$ cat config.mk
export PLATFORM = sky130hd
export DESIGN_NAME = pwc_core
export DESIGN_NICKNAME = d
export VERILOG_FILES = /design/src/core/pwc_pkg.sv /design/src/core/pwc_core.sv
export SDC_FILE = /design/constraint.sdc
export NUM_CORES = 1
export LEC_CHECK = 0
export ABC_AREA = 1
export ABC_CLOCK_PERIOD_IN_PS = 6700
export CAP_MARGIN = 20
export CELL_PAD_IN_SITES_DETAIL_PLACEMENT = 1
export CELL_PAD_IN_SITES_GLOBAL_PLACEMENT = 1
export CORE_ASPECT_RATIO = 0.75
export CORE_MARGIN = 2
export CORE_UTILIZATION = 52
export CTS_CLUSTER_SIZE = 20
export DETAILED_ROUTE_END_ITERATION = 8
export DONT_BUFFER_PORTS = 1
export PLACE_DENSITY = 0.84
export SLEW_MARGIN = 20
export SYNTH_ARGS = -nofsm -noshare
export SYNTH_HDL_FRONTEND = slang
export SYNTH_SLANG_ARGS = --single-unit
$ cat constraint.sdc
create_clock -name sys_clk -period 6.7 [get_ports sys_clk]
set_input_delay 0.67 -clock sys_clk [delete_from_list [all_inputs] [get_ports sys_clk]]
set_output_delay 0.67 -clock sys_clk [all_outputs]
set_load 0.05 [all_outputs]
$ cat src/core/pwc_pkg.sv
package pwc_pkg;
    localparam int          NUM_CH        = 4;
    localparam int          DATA_W        = 8;
    localparam int          PRESC_W       = 7;
    localparam int          ADDR_W        = 16;
    // Register indices; byte address is four times the index
    localparam logic [13:0] IDX_CLKSEL    = 14'h1060;
    localparam logic [13:0] IDX_SRCLVL    = 14'h1061;
    localparam logic [13:0] IDX_SCALE     = 14'h1062;
    localparam logic [13:0] IDX_ENABLE    = 14'h1063;
    localparam logic [13:0] IDX_CNT0      = 14'h1064;
    localparam logic [13:0] IDX_PER0      = 14'h1068;
    localparam logic [13:0] IDX_DTY0      = 14'h106C;
    localparam logic [13:0] IDX_TEST      = 14'h1070;
    // pwm_clock_prescale_select fields
    localparam int          CLK_RATE_A_LO = 0;
    localparam int          CLK_RATE_B_LO = 3;
    localparam int          CLK_JOIN_LOW  = 6;
    localparam int          CLK_JOIN_HIGH = 7;
    // pwm_clock_source_and_level fields
    localparam int          SRC_LEVEL_LO  = 0;
    localparam int          SRC_SEL_LO    = 4;
    // factory_test_register fields
    localparam int          TEST_MODE_BIT = 0;
    localparam int          TEST_READ_BIT = 1;
    // Reset values, prescaler mask and unmapped read data
    localparam logic [7:0]  RST_CTRL      = 8'h00;
    localparam logic [7:0]  RST_PER_DTY   = 8'hFF;
    localparam logic [7:0]  RST_COUNT     = 8'h00;
    localparam logic [6:0]  PRESC_ONES    = 7'h7F;
    localparam logic [31:0] UNMAPPED_DATA = 32'h0000_0000;
endpackage

$ cat src/core/pwc_core.sv
`timescale 1ns/10ps
`default_nettype none
module pwc_core (
    input  wire logic                       sys_clk,
    input  wire logic                       rst_b,
    input  wire logic                       sysClkEn,
    input  wire logic [pwc_pkg::ADDR_W-1:0] avsAddress,
    input  wire logic                       avsRead,
    input  wire logic                       avsWrite,
    input  wire logic [31:0]                avsWritedata,
    input  wire logic [3:0]                 avsByteenable,
    output logic      [31:0]                avsReaddata,
    output logic                            avsWaitrequest,
    input  wire logic [pwc_pkg::NUM_CH-1:0] gpioData,
    input  wire logic [pwc_pkg::NUM_CH-1:0] gpioDir,
    output logic      [pwc_pkg::NUM_CH-1:0] pinOut,
    output logic      [pwc_pkg::NUM_CH-1:0] pinOe
);
    import pwc_pkg::*;

    // Bus and software register state
    logic        ack_reg, ack_next;
    logic [31:0] rdata_reg, rdata_next;
    logic [7:0]  clkSel_reg, clkSel_next;
    logic [7:0]  srcLvl_reg, srcLvl_next;
    logic [7:0]  scale_reg, scale_next;
    logic [7:0]  enable_reg, enable_next;
    logic [7:0]  test_reg, test_next;
    logic [7:0]  per_reg [NUM_CH];
    logic [7:0]  per_next [NUM_CH];
    logic [7:0]  dty_reg [NUM_CH];
    logic [7:0]  dty_next [NUM_CH];
    // Clock generation state
    logic [PRESC_W-1:0] presc_reg, presc_next;
    logic [7:0]  sCnt_reg, sCnt_next;
    logic        sHalf_reg, sHalf_next;
    // Channel state
    logic [7:0]  cnt_reg [NUM_CH];
    logic [7:0]  cnt_next [NUM_CH];
    logic [7:0]  perBuf_reg [NUM_CH];
    logic [7:0]  perBuf_next [NUM_CH];
    logic [7:0]  dtyBuf_reg [NUM_CH];
    logic [7:0]  dtyBuf_next [NUM_CH];
    logic [NUM_CH-1:0] run_reg, run_next;
    logic [NUM_CH-1:0] wave_reg, wave_next;

    logic [13:0]        idx;
    logic               wrEn;
    logic               rdEn;
    logic [NUM_CH-1:0]  wrCnt;
    logic [NUM_CH-1:0]  chTick;
    logic [PRESC_W-1:0] maskA, maskB;
    logic               tickA, tickB, tickS, sWrap;

    assign idx            = avsAddress[ADDR_W-1:2];
    // Writes land only at the completion edge, where waitrequest is sampled low
    assign wrEn           = avsWrite & ack_reg & avsByteenable[0];
    assign rdEn           = avsRead & ~ack_reg;
    // One wait state on every access keeps read data registered
    assign avsWaitrequest = (avsRead | avsWrite) & ~ack_reg;
    assign avsReaddata    = rdata_reg;

    // Clock A, B prescaler; a single free-running counter keeps the two in phase
    assign maskA = ~(PRESC_ONES << clkSel_reg[CLK_RATE_A_LO +: 2]);
    assign maskB = ~(PRESC_ONES << clkSel_reg[CLK_RATE_B_LO +: 3]);
    assign tickA = &(presc_reg | ~maskA);
    assign tickB = &(presc_reg | ~maskB);
    // Divisor minus one wraps zero to 255, so zero counts 256 ticks
    assign sWrap = (sCnt_reg == scale_reg - 8'h01);
    assign tickS = tickA & sWrap & sHalf_reg;

    // Select bits act at once; a pulse may be cut short on a switch
    always_comb begin
        for (int i = 0; i < NUM_CH; i++) begin
            if (srcLvl_reg[SRC_SEL_LO + i]) begin
                chTick[i] = tickS;
            end else if (i < 2) begin
                chTick[i] = tickA;
            end else begin
                chTick[i] = tickB;
            end
        end
    end

    always_comb begin
        presc_next = presc_reg + 7'h01;
        sCnt_next  = sCnt_reg;
        sHalf_next = sHalf_reg;
        if (wrEn && idx == IDX_SCALE) begin
            sCnt_next  = 8'h00;
            sHalf_next = 1'b0;
        end else if (tickA) begin
            sCnt_next = sWrap ? 8'h00 : sCnt_reg + 8'h01;
            if (sWrap) begin
                sHalf_next = ~sHalf_reg;
            end
        end
    end

    always_ff @(posedge sys_clk or negedge rst_b) begin
        if (!rst_b) begin
            presc_reg <= '0;
            sCnt_reg  <= 8'h00;
            sHalf_reg <= 1'b0;
        end else if (sysClkEn) begin
            presc_reg <= presc_next;
            sCnt_reg  <= sCnt_next;
            sHalf_reg <= sHalf_next;
        end
    end

    // Register file: decode, write and read
    always_comb begin
        ack_next    = (avsRead | avsWrite) & ~ack_reg;
        rdata_next  = rdata_reg;
        clkSel_next = clkSel_reg;
        srcLvl_next = srcLvl_reg;
        scale_next  = scale_reg;
        enable_next = enable_reg;
        test_next   = test_reg;
        wrCnt       = '0;
        for (int i = 0; i < NUM_CH; i++) begin
            per_next[i] = per_reg[i];
            dty_next[i] = dty_reg[i];
        end
        if (wrEn) begin
            if (idx == IDX_CLKSEL) clkSel_next = avsWritedata[7:0];
            if (idx == IDX_SRCLVL) srcLvl_next = avsWritedata[7:0];
            if (idx == IDX_SCALE)  scale_next  = avsWritedata[7:0];
            if (idx == IDX_ENABLE) enable_next = {4'h0, avsWritedata[3:0]};
            if (idx == IDX_TEST)   test_next   = {6'h00, avsWritedata[1:0]};
            for (int i = 0; i < NUM_CH; i++) begin
                if (idx == IDX_CNT0 + 14'(i)) wrCnt[i]    = 1'b1;
                if (idx == IDX_PER0 + 14'(i)) per_next[i] = avsWritedata[7:0];
                if (idx == IDX_DTY0 + 14'(i)) dty_next[i] = avsWritedata[7:0];
            end
        end
        if (rdEn) begin
            rdata_next = UNMAPPED_DATA;
            if (idx == IDX_CLKSEL) rdata_next[7:0] = clkSel_reg;
            if (idx == IDX_SRCLVL) rdata_next[7:0] = srcLvl_reg;
            if (idx == IDX_ENABLE) rdata_next[7:0] = enable_reg;
            if (idx == IDX_TEST)   rdata_next[7:0] = test_reg;
            if (idx == IDX_SCALE) begin
                if (test_reg[TEST_MODE_BIT] && test_reg[TEST_READ_BIT]) begin
                    rdata_next[7:0] = sCnt_reg;
                end else begin
                    rdata_next[7:0] = scale_reg;
                end
            end
            for (int i = 0; i < NUM_CH; i++) begin
                if (idx == IDX_CNT0 + 14'(i)) rdata_next[7:0] = cnt_reg[i];
                if (idx == IDX_PER0 + 14'(i)) rdata_next[7:0] = per_reg[i];
                if (idx == IDX_DTY0 + 14'(i)) rdata_next[7:0] = dty_reg[i];
            end
        end
    end

    always_ff @(posedge sys_clk or negedge rst_b) begin
        if (!rst_b) begin
            ack_reg    <= 1'b0;
            rdata_reg  <= UNMAPPED_DATA;
            clkSel_reg <= RST_CTRL;
            srcLvl_reg <= RST_CTRL;
            scale_reg  <= RST_CTRL;
            enable_reg <= RST_CTRL;
            test_reg   <= RST_CTRL;
            for (int i = 0; i < NUM_CH; i++) begin
                per_reg[i] <= RST_PER_DTY;
                dty_reg[i] <= RST_PER_DTY;
            end
        end else if (sysClkEn) begin
            ack_reg    <= ack_next;
            rdata_reg  <= rdata_next;
            clkSel_reg <= clkSel_next;
            srcLvl_reg <= srcLvl_next;
            scale_reg  <= scale_next;
            enable_reg <= enable_next;
            test_reg   <= test_next;
            for (int i = 0; i < NUM_CH; i++) begin
                per_reg[i] <= per_next[i];
                dty_reg[i] <= dty_next[i];
            end
        end
    end

    // Channel pairs; the odd channel of a pair is the low byte when joined
    for (genvar p = 0; p < NUM_CH / 2; p++) begin : g_pair
        localparam int HI = 2 * p;
        localparam int LO = 2 * p + 1;
        logic        joined;
        logic [15:0] c16, p16, d16, c16Inc;
        assign joined = clkSel_reg[p == 0 ? CLK_JOIN_LOW : CLK_JOIN_HIGH];
        assign c16    = {cnt_reg[HI], cnt_reg[LO]};
        assign p16    = {perBuf_reg[HI], perBuf_reg[LO]};
        assign d16    = {dtyBuf_reg[HI], dtyBuf_reg[LO]};
        assign c16Inc = c16 + 16'h0001;

        always_comb begin
            logic [7:0] inc;
            inc = 8'h00;
            for (int k = HI; k <= LO; k++) begin
                cnt_next[k]    = cnt_reg[k];
                perBuf_next[k] = perBuf_reg[k];
                dtyBuf_next[k] = dtyBuf_reg[k];
                // Enable takes hold only on a selected clock edge
                run_next[k] = chTick[k] ? enable_reg[k] : run_reg[k];
                wave_next[k] = (cnt_reg[k] < dtyBuf_reg[k]) ?
                               srcLvl_reg[SRC_LEVEL_LO + k] :
                               ~srcLvl_reg[SRC_LEVEL_LO + k];
            end
            if (joined) begin
                wave_next[LO] = (c16 < d16) ? srcLvl_reg[SRC_LEVEL_LO + LO] :
                                ~srcLvl_reg[SRC_LEVEL_LO + LO];
                wave_next[HI] = 1'b0;
                if (wrCnt[HI] || wrCnt[LO]) begin
                    cnt_next[HI] = RST_COUNT;
                    cnt_next[LO] = RST_COUNT;
                    perBuf_next[HI] = per_reg[HI];
                    perBuf_next[LO] = per_reg[LO];
                    dtyBuf_next[HI] = dty_reg[HI];
                    dtyBuf_next[LO] = dty_reg[LO];
                end else if (run_reg[LO] && chTick[LO]) begin
                    if (c16Inc >= p16) begin
                        cnt_next[HI]    = RST_COUNT;
                        cnt_next[LO]    = RST_COUNT;
                        perBuf_next[HI] = per_reg[HI];
                        perBuf_next[LO] = per_reg[LO];
                        dtyBuf_next[HI] = dty_reg[HI];
                        dtyBuf_next[LO] = dty_reg[LO];
                    end else begin
                        cnt_next[HI] = c16Inc[15:8];
                        cnt_next[LO] = c16Inc[7:0];
                    end
                end
            end else begin
                for (int k = HI; k <= LO; k++) begin
                    inc = cnt_reg[k] + 8'h01;
                    if (wrCnt[k]) begin
                        cnt_next[k]    = RST_COUNT;
                        perBuf_next[k] = per_reg[k];
                        dtyBuf_next[k] = dty_reg[k];
                    end else if (run_reg[k] && chTick[k]) begin
                        if (inc >= perBuf_reg[k]) begin
                            cnt_next[k]    = RST_COUNT;
                            perBuf_next[k] = per_reg[k];
                            dtyBuf_next[k] = dty_reg[k];
                        end else begin
                            cnt_next[k] = inc;
                        end
                    end
                end
            end
        end

        always_ff @(posedge sys_clk or negedge rst_b) begin
            if (!rst_b) begin
                for (int k = HI; k <= LO; k++) begin
                    cnt_reg[k]    <= RST_COUNT;
                    perBuf_reg[k] <= RST_PER_DTY;
                    dtyBuf_reg[k] <= RST_PER_DTY;
                    run_reg[k]    <= 1'b0;
                    wave_reg[k]   <= 1'b0;
                end
            end else if (sysClkEn) begin
                for (int k = HI; k <= LO; k++) begin
                    cnt_reg[k]    <= cnt_next[k];
                    perBuf_reg[k] <= perBuf_next[k];
                    dtyBuf_reg[k] <= dtyBuf_next[k];
                    run_reg[k]    <= run_next[k];
                    wave_reg[k]   <= wave_next[k];
                end
            end
        end
    end

    // Pin mux; the direction input is only overridden, never changed
    always_comb begin
        for (int i = 0; i < NUM_CH; i++) begin
            pinOe[i]  = enable_reg[i] | gpioDir[i];
            pinOut[i] = run_reg[i] ? wave_reg[i] : gpioData[i];
        end
    end
endmodule // pwc_core
`default_nettype wire

---- After elaboration in Yosys (flattened, before gate mapping) ----
Index checks and enable logic that the tools add are counted.
word-level totals
  register bits ........................... 223
operators by class
  equality and inequality tests ........... 22
  reductions and logical operators ........ 48
  $add $sub $neg .......................... 9
  bitwise gates (word level) .............. 23
  muxes and demuxes ....................... 105
  shift-type cells ........................ 2
  magnitude comparators ................... 12
operators with widths
  kind                                                   count
  2-to-1 mux 8 bit                                       57
  2-to-1 mux 16 bit                                      24
  == test 14 x 13 -> 1 bit, second input constant        17
  AND reduction 3 bit                                    18
  adder 8 x 1 -> 8 bit, second input constant            5
  adder 16 x 1 -> 16 bit, second input constant          2
  >= comparator 16 bit                                   2
  >= comparator 8 bit                                    4
  < comparator 16 bit                                    2
  < comparator 8 bit                                     4
  NOT 7 bit                                              4
  nonzero test 3 bit                                     8
  2-to-1 mux 1 bit                                       21
  AND reduction 5 bit                                    4
  OR 7 bit                                               2
  AND reduction 7 bit                                    2
  inequality test 3 x 1 -> 1 bit, second input constant  4
  AND reduction 2 bit                                    6
  == test 8 bit                                          1
  subtractor 8 x 1 -> 8 bit, second input constant       1
  adder 7 x 1 -> 7 bit, second input constant            1
  left shift 7 x 2 -> 7 bit, first input constant        1
  left shift 7 x 3 -> 7 bit, first input constant        1
  bitwise AND 1 bit                                      6
  7 further kinds                                        24

---- Depth between registers and ports, before layout ----
  depth after elaboration ................. 18
  mapped depth ............................ 23
  gate-level depth less buffers ........... 22

---- Worst setup path after synthesis ----
Ideal clock, no wire load.
  path type ............................... register -> register
  start ................................... reg cnt_reg[2] (netlist name)
  end ..................................... reg dtyBuf_reg[7] (netlist name)
  path slack .............................. 3,396 ps
  buffers on the path ..................... 1
  clock period less this slack ............ 3,304 ps
  cell stages (with the launch flop) ...... 24
  arrival time ............................ 3,232 ps
  data required time ...................... 6,628 ps
  cells stage by stage .................... dfrtp_1 -> inv_1 -> nor3_1 -> nand3_1 -> nor3_1 -> nand3_1 -> nor2_1 -> nand2_1 -> xor2_1 -> inv_1 -> ha_1 -> nand2_1 -> inv_1 -> nand3_1 -> nor4_1 -> nand2_1 -> nand3_1 -> nor2_2 -> a21oi_2 -> nand2_1 -> nor2_2 -> buf_2 -> nand2_1 -> o21ai_1
on the way
  word-level cells in the longest chain between the ends .. 4
RTL lines
  item                                                                                          RTL line                          RTL
  start, declared                                                                               pwc_core.sv:38                    logic [7:0] cnt_reg [NUM_CH];
  start signal, assigned by index                                                               pwc_core.sv:267                   cnt_reg[k] <= cnt_next[k];
  adder 16 x 1 -> 16 bit / adder 8 x 1 -> 8 bit (equally long branches)                         pwc_core.sv:197, pwc_core.sv:238
  >= comparator 16 bit / >= comparator 8 bit (equally long branches)                            pwc_core.sv:224, pwc_core.sv:244
  inequality test 3 x 1 -> 1 bit (no source line) / nonzero test 3 bit (equally long branches)  n/a
  AND reduction 5 bit (no source line) *                                                        n/a
  end signal, assigned by index                                                                 pwc_core.sv:269                   dtyBuf_reg[k] <= dtyBuf_next[k];
  end, declared                                                                                 pwc_core.sv:42                    logic [7:0] dtyBuf_reg [NUM_CH];
Every way passes the cells marked *; elsewhere a longest branch is shown, timed or not.
A chain may end at the register's enable or synchronous reset.

---- Worst setup path in the final report ----
  start ................................... reg cnt_reg[2] (netlist name)
  end ..................................... reg dtyBuf_reg[8] (netlist name)
on the way
  word-level cells in the longest chain between the ends .. 4
RTL lines
  item                                             RTL line         RTL
  adder 16 x 1 -> 16 bit                           pwc_core.sv:197  assign c16Inc = c16 + 16'h0001;
  >= comparator 16 bit                             pwc_core.sv:224  if (c16Inc >= p16) begin
  inequality test 3 x 1 -> 1 bit (no source line)  n/a
  AND reduction 5 bit (no source line)             n/a
No other way between the ends.

==> reports/qor.yml <==
status: "completed"
grt_use_met2: 0.4926
grt.busiest_layer: "met2"
fp.dieArea_um2: 27970
ys.flop_type: "dfstp_2"
relSlewSlack: 0.2280
place_congestion: 0.8694
first_pass_iters: 5
synthArstFlopShare: 1.000
numCtsBuffers: 24
drtAntennaViolNets: 0
grt.overflow.total: 0
chipHeight_um: 145.3
cts_resized: 0
r2r_setup_slack_ns: 1.76
synth-edff-count: 0
worst_ep_required_time_ns: 7.16
core_um2: 26100
port-buffer-count: 0
power_frac_clock: 0.409
start_kind: "flip-flop"
place_ws_ns: 1.661
tritoncts: "built"
synth_xor_area_frac: 0.03450
start_util: 0.5308
synth_cell_type_count: 49
drv_slew: 0
p_comb_frac: 0.165
synthToLayoutAreaGrowth_pct: 7.605
hold_path_class: "input pin to async pin"
dpl_cell_area_um2: 13980
finClkSkew_ns: 0.01598
synthMuxAreaShare: 0
vias_per_cell: 5.769
final.min_clock_period_ns: 4.936
drt_iter0_drc: 984
clkSlewWorstSetupHoldPaths_ns: 0.06
finalHoldViolations: 0
yosys-top-cells-area: "dfstp_2 24%, dfrtp_1 17%, nand2_1 14%"
whs_ns: 0.03180
netlist.area_leader.share: 0.2428
netSwitchingPower_w: 0.001094
ys_seq_area_frac: 0.4144
synthSimpleGateAreaFrac: 0.2587
met1_usage: 0.4865
powerDensity_nw_per_um2: 241.6
route.detailed.drc: 0
io_pins: 106
post_cts_buffers: 0
power_switching_share: 0.3040
period_share: 0.7367
rows: 51
path_max_fanout: 17
crit_path_end_kind: "flip-flop"
synthCells: 1794
max-clock-path-buffers: 3
rsz0062_at_grt: "false"
synth_adder_area_share: 0.07858
grt_max_degree: 130
finalSetupTns_ns: 0
setup-violations-final: 0
antenna_found_initial: 0
cts.sinks: 223
fmax_ghz: 0.2026
met3_usage: 0.04051
grt_usage: 0.3218
finalWorstSetupSlack_ns: 1.764
n_antenna_cell: 0
synth_compound_area_frac: 0.1219
critPathKind: "flip-flop to flip-flop"
synth_most_common_cell: "nand2_1"
synth_top_family_by_area: "simple AND/OR/NAND/NOR gates"
tightest_slew_ns: 1.154
cap_violations: 0
dp_hpwl_mm: 31.74
drt-wirelength-per-cell_um: 20.60
synth.cell_area_um2: 13850
cts-root-buf: "clkbuf_16"
htree_levels: 1
synth-seq-cells: 223
postSynthAreaPerCell_um2: 7.721
wirelength_mm: 44.11
vias: 12350
leakagePower_nw: 6.733
grt_pass1_vias: 12750
yosysWarnings: 0
die_w_um: 192.5
yosys.area.top_type: "dfstp_2"
crit_arrival_ns: 5.40
ys_top_cells_by_count: "511 x nand2_1, 220 x inv_1, 199 x o21ai_0, 128 x dfstp_2, 106 x nor2_1"
drive_above_1_share: 0.1258
pwr-share-seq: 0.426
nets: 1931
clock_latency_ns: 0.54
postLayoutCellArea_um2: 14910
p_int_w: 0.002506
irDropWorstVdd_mv: 0.1973
grt_pass1_wl_mm: 70.39
worst paths after layout:
path | start | endpoint | cells past startpoint
max reg2reg | cnt_reg[2] | dtyBuf_reg[8] | 21
min reg2reg | g_pair[0].p16[3] | g_pair[0].p16[3] | 2
min in group sys_clk | sysClkEn | presc_reg[0] | 1
max | cnt_reg[2] | dtyBuf_reg[8] | 21
max in group asynchronous | rst_b | g_pair[0].p16[10] | 1
min | rst_b | g_pair[0].p16[5] | 0
stage by stage:
stage / utilization / total power (W) / instances
4_1_cts: 0.5701 / 0.003607 / 2140
3_5_place_dp: 0.5356 / 0.002116 / 2094
6_report: 0.5711 / 0.003601 / 2141
2_1_floorplan: - / 0.001967 / 1817
5_1_grt: 0.5711 / 0.003747 / 2141
3_3_place_gp: 0.5356 / 0.002083 / 2094
cell families (layout without fill, tap and decap cells):
| family | after synthesis | in the layout |
|---|---|---|
| flops | 223 | 223 |
| buf+inv | 299 | 279 |
| simple gates | 827 | 827 |
| xor+xnor | 53 | 53 |
| other cells | 1 | 24 |
| compound gates | 304 | 304 |
| fa+ha+maj | 87 | 87 |
worst max-delay path, cell delays in order (launching register included):
cell	delay (ns)
dfrtp_1	0.44
inv_1	0.09
nor3_1	0.40
nand3_1	0.22
nor3_1	0.36
nand3_1	0.31
nor2_1	0.26
nand2_1	0.09
xor2_1	0.18
inv_1	0.06
ha_1	0.29
nand2_1	0.08
inv_1	0.06
nand3_1	0.11
nor4_1	0.33
nand2_1	0.10
nand3_1	0.11
nor2_2	0.11
nor2_2	0.62
nand2_2	0.39
nand2_1	0.16
nand2_1	0.06
placed cells by master (no fill, tap or decap), types with 43 or more instances in the layout:
cell type / Yosys / layout
dfrtp_1: 95 / 95
dfstp_2: 128 / 128
o21ai_0: 199 / 197
nand2_1: 511 / 511
nand4_1: 46 / 46
inv_1: 220 / 220
a21oi_1: 53 / 53
xor2_1: 43 / 43
nor2_1: 106 / 106
nand3_1: 96 / 96
ha_1: 87 / 87
final cells by class:
cell class                 count  area (um2)
sequential                   223        5741
timing repair buffer           5       62.56
clock buffer                  34       698.2
fill                        3261       11190
tap                          344       430.4
clock inverter                10       165.2
inverter                     230       863.3
multi-input combinational   1295        6945
layer usage:
layer | vias to the layer above | part of all wire | wire length [um]
met2 | 357 | 0.45 | 19630
met3 | 68 | 0.054 | 2373
met1 | 6162 | 0.48 | 21180
met5 | - | 0 | 0
li1 | 5765 | - | -
met4 | 0 | 0.021 | 930
power groups by stage:
| stage | combinational (W) | sequential (W) | clock (W) |
|---|---|---|---|
| 3_5_place_dp | 0.000564 | 0.00155 | 0 |
| 4_1_cts | 0.000591 | 0.00153 | 0.00148 |
| 2_1_floorplan | 0.000450 | 0.00152 | 0 |
| 5_1_grt | 0.000672 | 0.00154 | 0.00153 |
| 3_3_place_gp | 0.000536 | 0.00155 | 0 |
| 6_report | 0.000596 | 0.00153 | 0.00147 |
timing repair:
item	4_1_cts	5_1_grt
setup endpoints to repair	0	0
endpoints found under the hold margin	95	1
hold buffers	2	1
No activity file was read; power rests on OpenSTA's default activity.
